<file path="src/rtl/tfpc_pkg.sv">
package tfpc_pkg;
  // Register byte offsets
  localparam logic [7:0] TFPC_CTRL_OFS   = 8'h00;
  localparam logic [7:0] TFPC_COUNT_OFS  = 8'h04;
  localparam logic [7:0] TFPC_CMPA_OFS   = 8'h08;
  localparam logic [7:0] TFPC_CMPB_OFS   = 8'h0C;
  localparam logic [7:0] TFPC_STATUS_OFS = 8'h10;
  localparam logic [7:0] TFPC_PIN_OFS    = 8'h14;
  // Control field positions
  localparam int TFPC_MODE_LSB = 0;
  localparam int TFPC_ACTB_LSB = 4;
  localparam int TFPC_ACTA_LSB = 6;
  // Status and pin field positions
  localparam int TFPC_OVF_BIT   = 0;
  localparam int TFPC_DOWN_BIT  = 1;
  localparam int TFPC_DIRA_BIT  = 0;
  localparam int TFPC_DIRB_BIT  = 1;
  localparam int TFPC_PORTA_BIT = 2;
  localparam int TFPC_PORTB_BIT = 3;
  localparam int TFPC_OCA_BIT   = 4;
  localparam int TFPC_OCB_BIT   = 5;
  // Reset values
  localparam logic [7:0] TFPC_CTRL_RST = 8'h00;
  localparam logic [7:0] TFPC_CMP_RST  = 8'h00;
  localparam logic [7:0] TFPC_PIN_RST  = 8'h00;
  // Counter limits
  localparam logic [7:0] TFPC_BOTTOM   = 8'h00;
  localparam logic [7:0] TFPC_MAX      = 8'hFF;
  // Waveform modes
  localparam logic [2:0] TFPC_MODE_PC_FIX   = 3'h1;
  localparam logic [2:0] TFPC_MODE_FAST_FIX = 3'h3;
  localparam logic [2:0] TFPC_MODE_PC_VAR   = 3'h5;
  localparam logic [2:0] TFPC_MODE_FAST_VAR = 3'h7;
  // Output actions
  localparam logic [1:0] TFPC_ACT_OFF    = 2'h0;
  localparam logic [1:0] TFPC_ACT_TOGGLE = 2'h1;
  localparam logic [1:0] TFPC_ACT_NONINV = 2'h2;
  localparam logic [1:0] TFPC_ACT_INV    = 2'h3;

  // One compare pin: level and driver enable
  typedef struct packed {
    logic out;
    logic oe;
  } tfpc_pin_s;

  // Software control fields
  typedef struct packed {
    logic [1:0] output_action_a;
    logic [1:0] output_action_b;
    logic [2:0] waveform_mode_select;
  } tfpc_ctrl_s;
endpackage : tfpc_pkg

</file>
<file path="src/rtl/tfpc_timer8.sv">
// The placing of the registers and the AHB-Lite interface to the registers were chosen for this implementation.
`timescale 1ns/1ns
// What this block does
// - Mode select 3 or 7 runs single-slope fast PWM.
// - Fast PWM TOP is 0xFF in mode 3, compare A in mode 7.
// - Fast PWM counts up on each tick to TOP, then wraps to zero.
// - Fast non-inverting clears on match, sets at bottom; inverting the opposite.
// - Action two is non-inverted PWM, action three inverted PWM.
// - Fast PWM sets the overflow flag whenever the counter reaches TOP.
// - Fast PWM action one toggles output A on match only with mode bit 2.
// - Pin shows compare state only while its direction bit selects output.
// - Compare zero gives a one-tick spike; compare MAX a constant level.
// - Toggle on match yields 50% square wave, half clock at compare zero.
// - In fast PWM compare values are double buffered.
// - With TOP 0xFF fast PWM period is 256 ticks.
// - Mode select 1 or 5 runs dual-slope phase-correct PWM.
// - Phase-correct TOP is 0xFF in mode 1, compare A in mode 5.
// - Phase-correct counts up to TOP, turns on the next tick, counts down to bottom, repeats.
// - Phase-correct non-inverting clears on up match, sets on down match.
// - Phase-correct sets the overflow flag each time the counter reaches bottom.
// - Phase-correct action one toggles output A on match only with mode bit 2.
// - Phase-correct with TOP 0xFF has a period of 510 ticks.
// - Phase-correct compare zero holds low, MAX holds high; inverted opposite.
// - Phase-correct at TOP output takes up-match level unless compare equals TOP.
// - Action zero does nothing on match and gives the pin back to the port.
// - Reset clears both internal compare output states.
module tfpc_timer8 (
  // Clock and reset
  input  wire logic             core_clk,
  input  wire logic             rst_n,
  // Prescaled timer tick from the same clock domain
  input  wire logic             timer_tick,
  // AHB-Lite slave
  input  wire logic             hsel,
  input  wire logic [31:0]      haddr,
  input  wire logic [1:0]       htrans,
  input  wire logic             hwrite,
  input  wire logic [2:0]       hsize,
  input  wire logic             hready,
  input  wire logic [31:0]      hwdata,
  output logic      [31:0]      hrdata,
  output logic                  hreadyout,
  output logic                  hresp,
  // Compare pins toward the power stage
  output tfpc_pkg::tfpc_pin_s   compare_output_a,
  output tfpc_pkg::tfpc_pin_s   compare_output_b
);
  import tfpc_pkg::*;

  // Register map, one word per register, payload in the low byte:
  //   CTRL   [7:6] action A, [5:4] action B, bit 3 reads zero, [2:0] waveform mode
  //   COUNT  live counter value, writable at any time
  //   CMPA   compare A buffer; it also sets TOP in modes 5 and 7
  //   CMPB   compare B buffer
  //   STATUS [0] overflow flag, write one to clear; [1] counting down, read only
  //   PIN    [0] dir A, [1] dir B, [2] port level A, [3] port level B,
  //          [4] compare state A, [5] compare state B, both read only
  // Unmapped offsets read zero and ignore writes; every transfer is zero wait.

  // State registers
  tfpc_ctrl_s  ctrl_reg;
  logic [7:0]  counter_value_reg;
  logic        count_down_reg;
  logic [7:0]  cmp_buf_reg [2];
  logic [7:0]  cmp_act_reg [2];
  logic [1:0]  oc_reg;
  logic        overflow_flag_reg;
  logic [3:0]  pin_ctrl_reg;
  logic        block_match_reg;
  logic        wr_pend_reg;
  logic [7:0]  wr_addr_reg;
  logic [31:0] hrdata_reg;

  // Decoded and next-state signals
  logic        mode_fast;
  logic        mode_pc;
  logic        mode_pwm;
  logic        waveform_mode_bit2;
  logic [7:0]  top_value;
  logic        at_top;
  logic        at_bottom;
  logic        load_cmp;
  logic        addr_phase;
  logic        wr_count;
  logic        wr_cmp   [2];
  logic [1:0]  act      [2];
  logic [1:0]  oc_next;
  logic [1:0]  connected;

  // Mode decode
  // Even modes are not PWM here: the counter and both compare states stand still
  assign waveform_mode_bit2 = ctrl_reg.waveform_mode_select[2];
  assign mode_fast = (ctrl_reg.waveform_mode_select == TFPC_MODE_FAST_FIX)
                  || (ctrl_reg.waveform_mode_select == TFPC_MODE_FAST_VAR);
  assign mode_pc   = (ctrl_reg.waveform_mode_select == TFPC_MODE_PC_FIX)
                  || (ctrl_reg.waveform_mode_select == TFPC_MODE_PC_VAR);
  assign mode_pwm  = mode_fast || mode_pc;

  // TOP is fixed or follows the active compare A value
  // Phase-correct only sees TOP on the up slope, so the turn is taken once
  assign top_value = waveform_mode_bit2 ? cmp_act_reg[0] : TFPC_MAX;
  assign at_top    = (counter_value_reg == top_value) && !(mode_pc && count_down_reg);
  assign at_bottom = (counter_value_reg == TFPC_BOTTOM);

  // Buffered compare values move over at TOP so a period is never torn
  assign load_cmp  = mode_pwm && timer_tick && at_top;

  // Bus decode, sampled only on a valid address phase
  // Transfer size is not decoded: every register is a full word, so a narrow
  // write still updates the whole low byte.
  assign addr_phase = hsel && htrans[1] && hready;
  assign wr_count   = wr_pend_reg && (wr_addr_reg == TFPC_COUNT_OFS);
  assign wr_cmp[0]  = wr_pend_reg && (wr_addr_reg == TFPC_CMPA_OFS);
  assign wr_cmp[1]  = wr_pend_reg && (wr_addr_reg == TFPC_CMPB_OFS);
  assign act[0]     = ctrl_reg.output_action_a;
  assign act[1]     = ctrl_reg.output_action_b;

  // Zero-wait slave, always OKAY
  // Every register answers in the data phase, so no wait state is ever inserted
  assign hreadyout = 1'b1;
  assign hresp     = 1'b0;
  assign hrdata    = hrdata_reg;

  // Address phase capture
  // Writes apply at the end of the data phase, when the write data is valid;
  // only the low address byte is kept, so the map repeats every 256 bytes.
  always_ff @(posedge core_clk or negedge rst_n) begin
    if (!rst_n) begin
      wr_pend_reg <= 1'b0;
      wr_addr_reg <= 8'h00;
    end else begin
      wr_pend_reg <= addr_phase && hwrite;
      if (addr_phase) begin
        wr_addr_reg <= haddr[7:0];
      end
    end
  end

  // Read data is latched at the address phase, so it reflects that edge's state
  // A read right after a write to the same register still returns the old value
  always_ff @(posedge core_clk or negedge rst_n) begin
    if (!rst_n) begin
      hrdata_reg <= 32'h0000_0000;
    end else if (addr_phase && !hwrite) begin
      hrdata_reg <= 32'h0000_0000;
      if (haddr[7:0] == TFPC_CTRL_OFS) begin
        hrdata_reg[7:0] <= {ctrl_reg.output_action_a, ctrl_reg.output_action_b, 1'b0,
                            ctrl_reg.waveform_mode_select};
      end else if (haddr[7:0] == TFPC_COUNT_OFS) begin
        hrdata_reg[7:0] <= counter_value_reg;
      end else if (haddr[7:0] == TFPC_CMPA_OFS) begin
        hrdata_reg[7:0] <= cmp_buf_reg[0];
      end else if (haddr[7:0] == TFPC_CMPB_OFS) begin
        hrdata_reg[7:0] <= cmp_buf_reg[1];
      end else if (haddr[7:0] == TFPC_STATUS_OFS) begin
        hrdata_reg[TFPC_OVF_BIT]  <= overflow_flag_reg;
        hrdata_reg[TFPC_DOWN_BIT] <= count_down_reg;
      end else if (haddr[7:0] == TFPC_PIN_OFS) begin
        hrdata_reg[3:0]           <= pin_ctrl_reg;
        hrdata_reg[TFPC_OCA_BIT]  <= oc_reg[0];
        hrdata_reg[TFPC_OCB_BIT]  <= oc_reg[1];
      end
    end
  end

  // Control and pin registers; action changes take effect at once
  // Action bits are not buffered with the compare values, so a change
  // in mid-period can cut or stretch one pulse.
  always_ff @(posedge core_clk or negedge rst_n) begin
    if (!rst_n) begin
      ctrl_reg     <= TFPC_CTRL_RST[6:0];
      pin_ctrl_reg <= TFPC_PIN_RST[3:0];
    end else if (wr_pend_reg) begin
      if (wr_addr_reg == TFPC_CTRL_OFS) begin
        ctrl_reg.output_action_a      <= hwdata[TFPC_ACTA_LSB +: 2];
        ctrl_reg.output_action_b      <= hwdata[TFPC_ACTB_LSB +: 2];
        ctrl_reg.waveform_mode_select <= hwdata[TFPC_MODE_LSB +: 3];
      end else if (wr_addr_reg == TFPC_PIN_OFS) begin
        pin_ctrl_reg <= hwdata[3:0];
      end
    end
  end

  // Compare buffers and active copies, one per channel
  // Outside the PWM modes a write goes straight through, since there is no
  // period boundary there to protect.
  for (genvar ch = 0; ch < 2; ch++) begin : g_cmp
    always_ff @(posedge core_clk or negedge rst_n) begin
      if (!rst_n) begin
        cmp_buf_reg[ch] <= TFPC_CMP_RST;
        cmp_act_reg[ch] <= TFPC_CMP_RST;
      end else begin
        if (wr_cmp[ch]) begin
          cmp_buf_reg[ch] <= hwdata[7:0];
        end
        if (!mode_pwm && wr_cmp[ch]) begin
          cmp_act_reg[ch] <= hwdata[7:0];    // Non-PWM modes write through
        end else if (load_cmp) begin
          cmp_act_reg[ch] <= cmp_buf_reg[ch];
        end
      end
    end
  end

  // Counter sequencing; a software write wins over a tick
  // A write above TOP in mode 7 runs on to 0xFF and rolls over to zero without
  // a TOP event, so neither the flag nor the buffer load happens that period.
  // Mode changes keep the count and the direction, so software should stop
  // the counter and rewrite it before starting a new mode.
  always_ff @(posedge core_clk or negedge rst_n) begin
    if (!rst_n) begin
      counter_value_reg <= TFPC_BOTTOM;
      count_down_reg    <= 1'b0;
    end else if (wr_count) begin
      counter_value_reg <= hwdata[7:0];
    end else if (timer_tick && mode_fast) begin
      count_down_reg <= 1'b0;
      if (at_top) begin
        counter_value_reg <= TFPC_BOTTOM;
      end else begin
        counter_value_reg <= counter_value_reg + 8'h01;
      end
    end else if (timer_tick && mode_pc) begin
      if (at_top) begin
        count_down_reg    <= !at_bottom;
        counter_value_reg <= at_bottom ? TFPC_BOTTOM : counter_value_reg - 8'h01;
      end else if (count_down_reg && at_bottom) begin
        count_down_reg    <= 1'b0;
        counter_value_reg <= counter_value_reg + 8'h01;
      end else if (count_down_reg) begin
        counter_value_reg <= counter_value_reg - 8'h01;
      end else begin
        counter_value_reg <= counter_value_reg + 8'h01;
      end
    end
  end

  // Overflow flag: hardware set wins over a write-one clear in the same cycle
  // One priority chain, so a flag raised in the clear cycle is never lost
  always_ff @(posedge core_clk or negedge rst_n) begin
    if (!rst_n) begin
      overflow_flag_reg <= 1'b0;
    end else if (timer_tick && mode_fast && at_top) begin
      overflow_flag_reg <= 1'b1;
    end else if (timer_tick && mode_pc && at_bottom) begin
      overflow_flag_reg <= 1'b1;
    end else if (wr_pend_reg && (wr_addr_reg == TFPC_STATUS_OFS)
                 && hwdata[TFPC_OVF_BIT]) begin
      overflow_flag_reg <= 1'b0;
    end
  end

  // A counter write blocks any match on the next tick
  // This lets software preset COUNT to a compare value without an edge; the
  // price is that a write equal to a compare value skips that match.
  always_ff @(posedge core_clk or negedge rst_n) begin
    if (!rst_n) begin
      block_match_reg <= 1'b0;
    end else if (wr_count) begin
      block_match_reg <= 1'b1;
    end else if (timer_tick) begin
      block_match_reg <= 1'b0;
    end
  end

  // Next compare output state per channel
  // Channel B has no toggle option; in the PWM modes its action one leaves the pin with the port
  for (genvar ch = 0; ch < 2; ch++) begin : g_wave
    logic match;
    logic toggle_ok;
    logic pwm_act;
    logic cmp_is_top;
    logic up_level;
    assign match      = (counter_value_reg == cmp_act_reg[ch]) && !block_match_reg;
    assign toggle_ok  = (ch == 0) && waveform_mode_bit2
                     && (act[ch] == TFPC_ACT_TOGGLE);
    assign pwm_act    = act[ch][1];
    assign cmp_is_top = (cmp_act_reg[ch] == top_value);
    assign up_level   = (act[ch] == TFPC_ACT_INV);    // Level left by an up-count match

    // Priority: no tick or no PWM mode holds, then toggle, then disconnected
    // actions hold, then the slope rules of the running mode
    always_comb begin
      oc_next[ch] = oc_reg[ch];
      if (!timer_tick || !mode_pwm) begin
        oc_next[ch] = oc_reg[ch];
      end else if (toggle_ok) begin
        if (match) begin
          oc_next[ch] = !oc_reg[ch];
        end
      end else if (!pwm_act) begin
        oc_next[ch] = oc_reg[ch];
      end else if (mode_fast) begin
        // Wrap action beats a match at TOP, giving constant level at MAX
        if (at_top) begin
          oc_next[ch] = !up_level;
        end else if (match) begin
          oc_next[ch] = up_level;
        end
      end else begin
        // Bottom counts as up-going so compare zero stays flat
        // At TOP the up-match level is forced unless compare equals TOP, so the wave stays symmetric
        if (at_top) begin
          oc_next[ch] = cmp_is_top ? !up_level : up_level;
        end else if (match && (count_down_reg && !at_bottom)) begin
          oc_next[ch] = !up_level;
        end else if (match) begin
          oc_next[ch] = up_level;
        end
      end
    end

    // Pin is taken from the port unless the action connects the waveform
    assign connected[ch] = (act[ch] != TFPC_ACT_OFF)
                        && !(mode_pwm && (act[ch] == TFPC_ACT_TOGGLE) && !toggle_ok);
  end

  // Internal compare output states
  // These survive mode changes, so a new mode starts from the last level
  always_ff @(posedge core_clk or negedge rst_n) begin
    if (!rst_n) begin
      oc_reg <= 2'b00;
    end else begin
      oc_reg <= oc_next;
    end
  end

  // Pin drive: level from waveform or port bit, enable from direction bit
  // Registered from the same next-state value as the internal state, so pin
  // and state change on the same edge with no glitch.
  always_ff @(posedge core_clk or negedge rst_n) begin
    if (!rst_n) begin
      compare_output_a <= '0;
      compare_output_b <= '0;
    end else begin
      compare_output_a.out <= connected[0] ? oc_next[0] : pin_ctrl_reg[TFPC_PORTA_BIT];
      compare_output_a.oe  <= pin_ctrl_reg[TFPC_DIRA_BIT];
      compare_output_b.out <= connected[1] ? oc_next[1] : pin_ctrl_reg[TFPC_PORTB_BIT];
      compare_output_b.oe  <= pin_ctrl_reg[TFPC_DIRB_BIT];
    end
  end
endmodule : tfpc_timer8

</file>
<file path="config.mk">
export PLATFORM = sky130hd
export DESIGN_NAME = tfpc_timer8
export DESIGN_NICKNAME = d
export VERILOG_FILES = /design/src/rtl/tfpc_pkg.sv /design/src/rtl/tfpc_timer8.sv
export SDC_FILE = /design/constraint.sdc
export NUM_CORES = 1
export LEC_CHECK = 0
export ABC_AREA = 1
export BUFFER_PORTS_ARGS = -buffer_cell sky130_fd_sc_hd__buf_2
export CORE_UTILIZATION = 55
export CTS_CLUSTER_SIZE = 20
export DETAILED_ROUTE_END_ITERATION = 8
export GPL_TIMING_DRIVEN = 1
export PLACE_DENSITY = 0.91
export SETUP_SLACK_MARGIN = 0.5
export SKIP_CTS_REPAIR_TIMING = 1
export SYNTH_ARGS = -nofsm -noshare
export SYNTH_HDL_FRONTEND = slang
export SYNTH_SLANG_ARGS = --single-unit
</file>
<file path="constraint.sdc">
create_clock -name core_clk -period 2.43 [get_ports core_clk]
set_clock_uncertainty 0.1 [all_clocks]
set_input_delay 0.486 -clock core_clk [delete_from_list [all_inputs] [get_ports core_clk]]
set_output_delay 0.486 -clock core_clk [all_outputs]
set_load 0.01 [all_outputs]
</file>
==> results of run 1 <==
## routing by layer
layer,GRT usage [%],part of all wire (%)
met5,0,0
met4,17.2,4.1
met3,8.45,11
met2,52.4,48
met1,39.9,37
## critical path, cell delays in order (launching register included)
cell	delay (ps)
dfrtp_2	420
buf_8	150
nand2_4	60
nand2_1	50
nand2_1	50
nor2_1	160
nand2_2	90
nor2_4	170
nand2_4	120
nor2_4	220
buf_6	150
o21ai_0	80
o22ai_1	190
## path summary, 6_finish.rpt
kind                            depth (start not counted)                   startpoint  slack (ps)                                to
worst max-delay path                                   12      ctrl_reg[2]$_DFFE_PN0P_         300        cmp_act_reg[4]$_DFFE_PN0P_
worst min-delay path                                    3                       hwrite         240             wr_pend_reg$_DFF_PN0_
worst max register to register                         12      ctrl_reg[2]$_DFFE_PN0P_         300        cmp_act_reg[4]$_DFFE_PN0P_
worst min register to register                          0  pin_ctrl_reg[0]$_DFFE_PN0P_         310     compare_output_a[0]$_DFF_PN0_
max in group asynchronous                               3                        rst_n        1090  counter_value_reg[0]$_DFFE_PN0P_
min in group asynchronous                               2                        rst_n         510     compare_output_b[1]$_DFF_PN0_
## power groups by stage
stage	registers, mW	clock network (mW)	logic [mW]
4_1_cts	1.72	1.21	1.36
2_1_floorplan	1.62	0	1.08
5_1_grt	1.73	1.27	1.95
3_3_place_gp	1.74	0	1.29
6_report	1.71	1.21	1.79
3_5_place_dp	1.75	0	1.34
## kinds of logic (layout without fill, tap and decap cells)
family          Yosys count  in the layout  synth area share [%]
compound gates          118            118                  14.8
xor+xnor                 19             19                  3.44
fa+ha+maj                 3              3                 0.776
buf+inv                 123            173                  12.5
flops                    77             77                  39.8
mux                       3              3                 0.698
other cells               2             26                 0.155
simple gates            314            314                  27.9
## layout by cell type (no fill, tap or decap), types with 4 or more instances in the layout
master / Yosys / routed
clkbuf_8: 0 / 9
buf_4: 29 / 32
a21oi_1: 14 / 11
o221ai_1: 6 / 6
nor3_1: 9 / 7
nor2_4: 1 / 6
nand3_1: 51 / 49
nand4_1: 5 / 5
o211ai_1: 5 / 5
nand2_4: 2 / 7
o22ai_1: 15 / 14
nand2_1: 179 / 169
dfrtp_2: 0 / 9
conb_1: 2 / 26
buf_6: 2 / 4
o21ai_2: 3 / 4
inv_2: 6 / 14
inv_1: 75 / 65
buf_2: 1 / 34
nor2_1: 53 / 40
o21ai_0: 54 / 49
nand3_2: 2 / 4
xor2_1: 15 / 15
o21ai_1: 6 / 10
dfrtp_1: 77 / 68
nand2_2: 3 / 8
nor2_2: 2 / 10
## per-stage QoR
step           instance area [um2]  hold slack, ps  setup WS (ps)  cells  utilization (%)
2_1_floorplan                 4930            90.4            645    683                -
3_3_place_gp                  5100             294            217    801             60.8
3_5_place_dp                  5100             291            199    801             60.8
4_1_cts                       5350           -7.12            164    817             63.8
5_1_grt                       5720             241            240    838             68.2
6_report                      5720             237            304    838             68.2
## cell type report
class / count / area, um2 / share of cell area (%)
Multi-Input combinational cell: 483 / 2560 / 44.8
Clock buffer: 10 / 128 / 2.23
Tap cell: 105 / 131 / 2.30
Clock inverter: 6 / 119 / 2.08
Sequential cell: 77 / 1940 / 33.9
Inverter: 83 / 324 / 5.66
Timing Repair Buffer: 74 / 520 / 9.10
==> results by group, run 1 <==
Synth
  • Synth top cells by count: nand2_1, dfrtp_1, inv_1
  • Area contributors post-synth: dfrtp_1, nand2_1, inv_1, o21ai_0, nand3_1
  • #FFs+latches synth: 77
  • Top_reg_cell synth: dfrtp_1
  • Yosys top cell by area: dfrtp_1
  • Count leader, synth: nand2_1
  • EDFF count, synth: 0
  • Distinct cells, synth: between 40 and 50
  • Mapped Area: slightly below 5000 um2
  • Asr flop ratio synth: 100%
  • Syn. warnings: 0
  • Sequential fraction of the synthesis area: around two fifths
  • Synth top area share: between 30% and 40%
  • Syn_area_per_cell: between 7 and 8 um2
  • Mapped Cells: approximately 660

Placement
  • GP Congestion: approximately 0.94
  • Post-DP HPWL: roughly 11000 um
  • Input/output buffers: 34

Power and ir drop
  • Leakage Power: between 2 and 3 nW
  • Combinational share of power: roughly 38%
  • Seq pwr share: a little over a third
  • Peak supply drop: 0.000443 V
  • Switch Pwr: 1.85 mW
  • Pint: 2.87 mW
  • Final total power: approximately 4.7 mW
  • Switch share: 39.2%
  • Pwr dens: 824 nW/um2
  • Clock network power share: between 20% and 30%

Cells and area
  • Fillers: approximately 700
  • Layout cells sized above 1: 23.2%
  • Inserted Diodes: 0
  • Layout area overhead: 18.3%
  • Final Net Count: 806

Global route
  • First-pass GRT wire length: 21900 um
  • Initial antenna violation count: 0
  • Total track usage: approximately 33%
  • Total global routing overflow: 0
  • Vias in the first global route: between 4000 and 5000
  • Pin count of the biggest net entering global routing: 47

Clock tree
  • CTS tree: built
  • Clock sinks: 77
  • Clk buf depth: 2
  • CTS root buf: clkbuf_8
  • Clk pin slew, worst setup/hold paths: roughly 90 ps
  • Clock Latency Late Sink: about 360 ps
  • CTS HTree Levels: 3
  • Cts bufs inserted: 9

Floorplanning
  • Core area: 8380 um2
  • Die span in x: roughly 96 um
  • Initial core utilization: ~58%
  • DIE AREA: just over 9000 um2
  • IO Count: roughly 110
  • Cell Rows: 33
  • Die Y-Extent: 95.8 um

Min path
  • Worst hold path class: input pin to register

Drt
  • Drt drc: 0
  • Average vias per placed instance: roughly 5.9
  • ANT nets after route: 0
  • Pre-antenna DRT Iters: 8
  • Total Wirelength: 14800 um
  • Initial drt markers: between 500 and 600
  • WL/cell: between 15 and 20 um
  • Via Count: roughly 4900

STA
  • RSZ-0062 raised after global routing: true
  • Setup violators final: 0
  • Fin crit period: approximately 2100 ps
  • Setup Total Neg Slack: 0 ps
  • Hold Vio Cnt, Final: 0
  • Final worst-path cycle share: between 80 and 90%
  • Max frequency: approximately 470 MHz
  • Final Slew Violations: 0

Setup path
  • Critical path capture point type: register
  • CP max FO: 7
  • Startpoint types: register
  • Worst Path Arrival: 2290 ps
  • Req. time, crit path: 2590 ps
  • Critical path class: register to register

Outcome
  • Outcome: finished, final reports clean

Run
  • Max-Cap Viols: 0
No activity file was read; power rests on OpenSTA's default activity.
==> inputs of run 2 (changes only) <==
--- a/config.mk
+++ b/config.mk
@@ -11,7 +11,7 @@
 export CTS_CLUSTER_SIZE = 20
 export DETAILED_ROUTE_END_ITERATION = 8
 export GPL_TIMING_DRIVEN = 1
-export PLACE_DENSITY = 0.91
+export PLACE_DENSITY_LB_ADDON = 0.08
 export SETUP_SLACK_MARGIN = 0.5
 export SKIP_CTS_REPAIR_TIMING = 1
 export SYNTH_ARGS = -nofsm -noshare
==> run 2 against run 1 <==
Clock power is 15% lower; sequential share of layout area up 0.060 points; total power fell by 5.5%; register-to-register slack improved by 20 ps; sequential power is essentially flat; largest power group is now registers; highest routed layer unchanged.
==> results by group, run 2 (same netlist as run 1, synthesis figures left out) <==
Floorplanning
  • Cell Rows: 33 (unchanged)
  • Die span in x: 95.8 um (unchanged)
  • Die Y-Extent: 95.8 um (unchanged)
  • DIE AREA: 9170 um2 (unchanged)
  • IO Count: 113 (unchanged)
  • Initial core utilization: 57.7% (unchanged)
  • Core area: 8380 um2 (unchanged)

Outcome
  • Outcome: finished, final reports clean (unchanged)

Drt
  • ANT nets after route: 0 (unchanged)
  • Pre-antenna DRT Iters: 6 (was 8)
  • Initial drt markers: 374 (was 537)
  • Total Wirelength: 14700 um (was 14800 um)
  • Drt drc: 0 (unchanged)
  • Via Count: 4798 (was 4938)
  • Average vias per placed instance: 5.68 (was 5.89)
  • WL/cell: 17.4 um (was 17.7 um)

Min path
  • Worst hold path class: input pin to asynchronous set/reset pin (was input pin to register)

Global route
  • First-pass GRT wire length: 22100 um (was 21900 um)
  • Pin count of the biggest net entering global routing: 44 (was 47)
  • Initial antenna violation count: 0 (unchanged)
  • Total global routing overflow: 0 (unchanged)
  • Total track usage: 32.8% (was 32.5%)
  • Vias in the first global route: 4221 (was 4398)

Setup path
  • R2R Setup Slk: 330 ps (was 300 ps)
  • Critical path capture point type: register (unchanged)
  • R2R depth: 10 (was 12)
  • Startpoint types: register (unchanged)
  • CP max FO: 7 (unchanged)
  • Slowest stage delay, CP: 450 ps (was 420 ps)
  • Critical path cell sequence: inv_1 > o21ai_1 > o21ai_2 > buf_4 > nand2_4 > buf_6 > inv_4 > o21ai_4 > nand2_2 > a31o_1 (was buf_8 > nand2_4 > nand2_1 > nand2_1 > nor2_1 > nand2_2 > nor2_4 > nand2_4 > nor2_4 > buf_6 > o21ai_0 > o22ai_1)
  • Critical path class: register to register (unchanged)
  • FF-to-FF End: counter_value_reg[1]$_DFFE_PN0P_ (was cmp_act_reg[4]$_DFFE_PN0P_)
  • RR Startpoint: counter_value_reg[3]$_DFFE_PN0P_ (was ctrl_reg[2]$_DFFE_PN0P_)
  • End point of the critical path: counter_value_reg[1]$_DFFE_PN0P_ (was cmp_act_reg[4]$_DFFE_PN0P_)
  • CP max-delay cell: dfrtp_2 (unchanged)
  • CP Launch Point: counter_value_reg[3]$_DFFE_PN0P_ (was ctrl_reg[2]$_DFFE_PN0P_)
  • Req. time, crit path: 2570 ps (was 2590 ps)
  • Worst Path Arrival: 2240 ps (was 2290 ps)

Clock tree
  • Clk buf depth: 2 (unchanged)
  • Clock sinks: 77 (unchanged)
  • CTS root buf: clkbuf_8 (unchanged)
  • Cts bufs inserted: 9 (unchanged)
  • CTS HTree Levels: 3 (unchanged)
  • CTS tree: built (unchanged)
  • Clk pin slew, worst setup/hold paths: 90 ps (about the same)
  • Clock Latency Late Sink: 360 ps (about the same)

Power and ir drop
  • Leakage Power: 2.85 nW (was 2.87 nW)
  • Combinational share of power: 38.4% (was 38.0%)
  • Clock network power share: 23.1% (was 25.7%)
  • Peak supply drop: 0.000423 V (was 0.000443 V)
  • Seq pwr share: 38.5% (was 36.3%)
  • Switch Pwr: 1.85 mW (about the same)
  • Switch share: 41.4% (was 39.2%)
  • Pwr dens: 781 nW/um2 (was 824 nW/um2)
  • Pint: 2.61 mW (was 2.87 mW)

Run
  • Max-Cap Viols: 0 (unchanged)

STA
  • RSZ-0062 raised after global routing: true (unchanged)
  • Final worst-path cycle share: 86.5% (was 87.5%)
  • Max frequency: 476 MHz (was 470 MHz)
  • Final Slew Violations: 0 (unchanged)
  • Final WS setup: 328 ps (was 304 ps)
  • Fin crit period: 2100 ps (was 2130 ps)
  • Hold Vio Cnt, Final: 0 (unchanged)
  • Max_slew headroom: about three fifths
  • Setup Total Neg Slack: 0 ps (unchanged)
  • Worst Tran Pin Value: 599 ps
  • Setup violators final: 0 (unchanged)

Cells and area
  • Commonest non-fill, non-tap cell in the layout: nand2_1 (unchanged)
  • Layout area overhead: 17.9% (was 18.3%)
  • Most frequent cells in the layout: nand2_1, dfrtp_1, inv_1 (unchanged)
  • Inserted Diodes: 0 (unchanged)
  • Layout cells sized above 1: 24.1% (was 23.2%)
  • Final Net Count: 812 (was 806)

Placement
  • Setup WS pre-CTS: 101 ps (was 199 ps)
  • Input/output buffers: 34 (unchanged)
  • Post-DP HPWL: 10600 um (was 10500 um)
  • GP Congestion: 0.962 (was 0.940)
==> run 2: cell types whose count changed in the layout (fill, tap and decap cells not counted), moves of 3 or more <==
cell and delta:
buf_4 +8, clkinvlp_4 +3, nand2_2 +8, o21ai_0 +3, o21ai_1 -3, nand2_1 -3
nand2_4 -4
==> run 2: per-stage QoR <==
stage / utilization [%] / hold slack [ps] / cell area [um2] / total power [mW] / std cells
after floorplan: - / 90.4 / 4930 / 2.70 / 683
after global placement: 61.0 / 299 / 5110 / 3.10 / 803
after detailed placement: 61.0 / 300 / 5110 / 3.13 / 803
after CTS: 63.5 / 39.9 / 5320 / 4.14 / 819
after global routing: 68.0 / 65.9 / 5700 / 4.70 / 844
final: 68.0 / 25.0 / 5700 / 4.45 / 844
==> run 2: metal layers <==
layer / global-route usage (%) / part of all wire [%]
met1: 46.5 / 43
met2: 49.8 / 45
met3: 6.08 / 8.2
met4: 12.6 / 3.7
met5: 0 / 0
==> run 2: layout make-up <==
| class | instances | area, um2 |
|---|---|---|
| well taps | 105 | 131 |
| clock inverters | 7 | 81.3 |
| clock buffers | 9 | 124 |
| inverters | 83 | 324 |
| multi-input cells | 484 | 2560 |
| repair buffers | 79 | 551 |
| fillers | 713 | 2680 |
| flip-flops and latches | 77 | 1940 |
==> run 2: worst max-delay path, delay by kind of cell (launching register included) <==
family	cells	cell delay, ps
compound gates	4	780
buf+inv	4	460
flops	1	450
simple gates	2	180
==> run 2: worst min-delay path by stage <==
stage / slack (ps) / to
finish: 20 / cmp_act_reg[10]$_DFFE_PN0P_
global route: 70 / cmp_buf_reg[1]$_DFFE_PN0P_
CTS: 40 / cmp_act_reg[9]$_DFFE_PN0P_
detailed placement: 300 / compare_output_a[0]$_DFF_PN0_
global placement: 300 / compare_output_b[0]$_DFF_PN0_
floorplan: 90 / act[0]$_DFFE_PN0P_
==> run 2: power by group through the flow <==
stage	Combinational [mW]	Clock (mW)	Sequential [mW]
finish	1.71	1.03	1.71
global route	1.87	1.09	1.73
CTS	1.41	1.03	1.70
detailed placement	1.40	0	1.72
global placement	1.38	0	1.72
floorplan	1.08	0	1.62
==> inputs of run 3 (changes only) <==
--- a/config.mk
+++ b/config.mk
@@ -12,6 +12,7 @@
 export DETAILED_ROUTE_END_ITERATION = 8
 export GPL_TIMING_DRIVEN = 1
 export PLACE_DENSITY_LB_ADDON = 0.08
+export RECOVER_POWER = 25
 export SETUP_SLACK_MARGIN = 0.5
 export SKIP_CTS_REPAIR_TIMING = 1
 export SYNTH_ARGS = -nofsm -noshare
==> run 3 against run 2 <==
Sequential share of layout area is essentially flat; final area is 0.11% lower; clock power about the same; count of clock-buffer cells in the layout is the same; wire length is 0.29% lower; die area stayed put; first-iteration DRC count is the same; maximum frequency up 0.11%; global-route usage unchanged; final cell count stayed put; critical path depth unchanged; highest routed layer unchanged; total power barely moved.
==> results by group, run 3 (same netlist as run 1, synthesis figures left out) <==
Global route
  • Total track usage: 32.8% (unchanged)
  • Initial antenna violation count: 0 (unchanged)
  • Total global routing overflow: 0 (unchanged)
  • Pin count of the biggest net entering global routing: 44 (unchanged)
  • First-pass GRT wire length: 22100 um (unchanged)
  • Vias in the first global route: 4221 (unchanged)

Setup path
  • Worst Path Arrival: 2240 ps (about the same)
  • Slowest stage delay, CP: 450 ps (about the same)
  • Startpoint types: register (unchanged)
  • Critical path cell sequence: inv_1 > o21ai_1 > o21ai_2 > buf_4 > nand2_4 > buf_6 > inv_4 > o21ai_4 > nand2_2 > a31o_1 (unchanged)
  • Req. time, crit path: 2570 ps (about the same)
  • CP max FO: 7 (unchanged)
  • CP max-delay cell: dfrtp_2 (unchanged)
  • Critical path capture point type: register (unchanged)
  • Critical path class: register to register (unchanged)

Drt
  • Average vias per placed instance: 5.68 (unchanged)
  • Via Count: 4798 (unchanged)
  • Drt drc: 0 (unchanged)
  • ANT nets after route: 0 (unchanged)
  • Pre-antenna DRT Iters: 5 (was 6)
  • WL/cell: 17.3 um (was 17.4 um)
  • Total Wirelength: 14600 um (was 14700 um)
  • Initial drt markers: 374 (unchanged)

STA
  • Setup violators final: 0 (unchanged)
  • RSZ-0062 raised after global routing: true (unchanged)
  • Worst Tran Pin Value: 1170 ps (was 599 ps)
  • Fin crit period: 2100 ps (about the same)
  • Setup Total Neg Slack: 0 ps (unchanged)
  • Max frequency: 476 MHz (about the same)
  • Final worst-path cycle share: 86.4% (was 86.5%)
  • Hold Vio Cnt, Final: 0 (unchanged)
  • Final WS setup: 330 ps (was 328 ps)
  • Final Slew Violations: 0 (unchanged)
  • Max_slew headroom: 22.1% (was 59.7%)

Floorplanning
  • Initial core utilization: 57.7% (unchanged)
  • IO Count: 113 (unchanged)
  • Die Y-Extent: 95.8 um (unchanged)
  • Cell Rows: 33 (unchanged)
  • Core area: 8380 um2 (unchanged)
  • Die span in x: 95.8 um (unchanged)
  • DIE AREA: 9170 um2 (unchanged)

Min path
  • Worst hold path class: input pin to register (was input pin to asynchronous set/reset pin)

Clock tree
  • Clk pin slew, worst setup/hold paths: 90 ps (about the same)
  • CTS HTree Levels: 3 (unchanged)
  • CTS tree: built (unchanged)
  • Clock Latency Late Sink: 360 ps (about the same)
  • Clock sinks: 77 (unchanged)
  • Cts bufs inserted: 9 (unchanged)
  • Clk buf depth: 2 (unchanged)
  • CTS root buf: clkbuf_8 (unchanged)

Placement
  • Input/output buffers: 34 (unchanged)
  • Setup WS pre-CTS: 101 ps (unchanged)
  • Post-DP HPWL: 10600 um (unchanged)
  • GP Congestion: 0.962 (unchanged)

Cells and area
  • Layout area overhead: 17.8% (was 17.9%)
  • Inserted Diodes: 0 (unchanged)
  • Most frequent cells in the layout: nand2_1, dfrtp_1, inv_1 (unchanged)
  • Final Net Count: 812 (unchanged)
  • Commonest non-fill, non-tap cell in the layout: nand2_1 (unchanged)
  • Layout cells sized above 1: 24.0% (was 24.1%)

Power and ir drop
  • Peak supply drop: 0.000423 V (about the same)
  • Pwr dens: 781 nW/um2 (about the same)
  • Leakage Power: 2.85 nW (about the same)

Outcome
  • Outcome: finished, final reports clean (unchanged)

Run
  • Max-Cap Viols: 0 (unchanged)
[run 3: critical path: cells and delay by family, from the launching register on]
kind            cells  cell delay (ps)
compound gates      4              780
buf+inv             4              460
flops               1              450
simple gates        2              180
[run 3: metal layers]
layer / GRT usage, % / wire length, um
met2: 49.8 / 6560
met5: 0 / 0
met4: 12.6 / 571
met1: 46.5 / 6250
met3: 6.08 / 1250
[run 3: final timing paths]
check	startpoint	depth (start not counted)	slack, ps	end
worst min-delay path	hwrite	3	240	wr_pend_reg$_DFF_PN0_
worst max register to register	counter_value_reg[3]$_DFFE_PN0P_	10	330	counter_value_reg[1]$_DFFE_PN0P_
worst max-delay path	counter_value_reg[3]$_DFFE_PN0P_	10	330	counter_value_reg[1]$_DFFE_PN0P_
worst min register to register	pin_ctrl_reg[1]$_DFFE_PN0P_	0	330	compare_output_b[0]$_DFF_PN0_
max in group asynchronous	rst_n	2	1180	ctrl_reg[2]$_DFFE_PN0P_
min in group asynchronous	rst_n	1	250	cmp_act_reg[10]$_DFFE_PN0P_
[run 3: cell type report]
class                           count  area (um2)
Sequential cell                    77        1940
Clock buffer                        9         124
Inverter                           83         324
Tap cell                          105         131
Fill cell                         715        2690
Timing Repair Buffer               79         544
Clock inverter                      7        81.3
Multi-Input combinational cell    484        2560
[run 3: per-stage QoR]
| stage | hold slack [ps] | total power [mW] | cells | area (um2) | utilization, % |
|---|---|---|---|---|---|
| floorplan | 90.4 | 2.70 | 683 | 4930 | - |
| global placement | 299 | 3.10 | 803 | 5110 | 61.0 |
| detailed placement | 300 | 3.13 | 803 | 5110 | 61.0 |
| CTS | 39.9 | 4.14 | 819 | 5320 | 63.5 |
| global route | 241 | 4.70 | 844 | 5700 | 68.0 |
| finish | 244 | 4.45 | 844 | 5700 | 68.0 |
[run 3: power breakdown]
group          internal (mW)  switching, mW
clock network          0.489          0.542
logic                  0.647           1.06
registers               1.47          0.240
total                   2.61           1.84
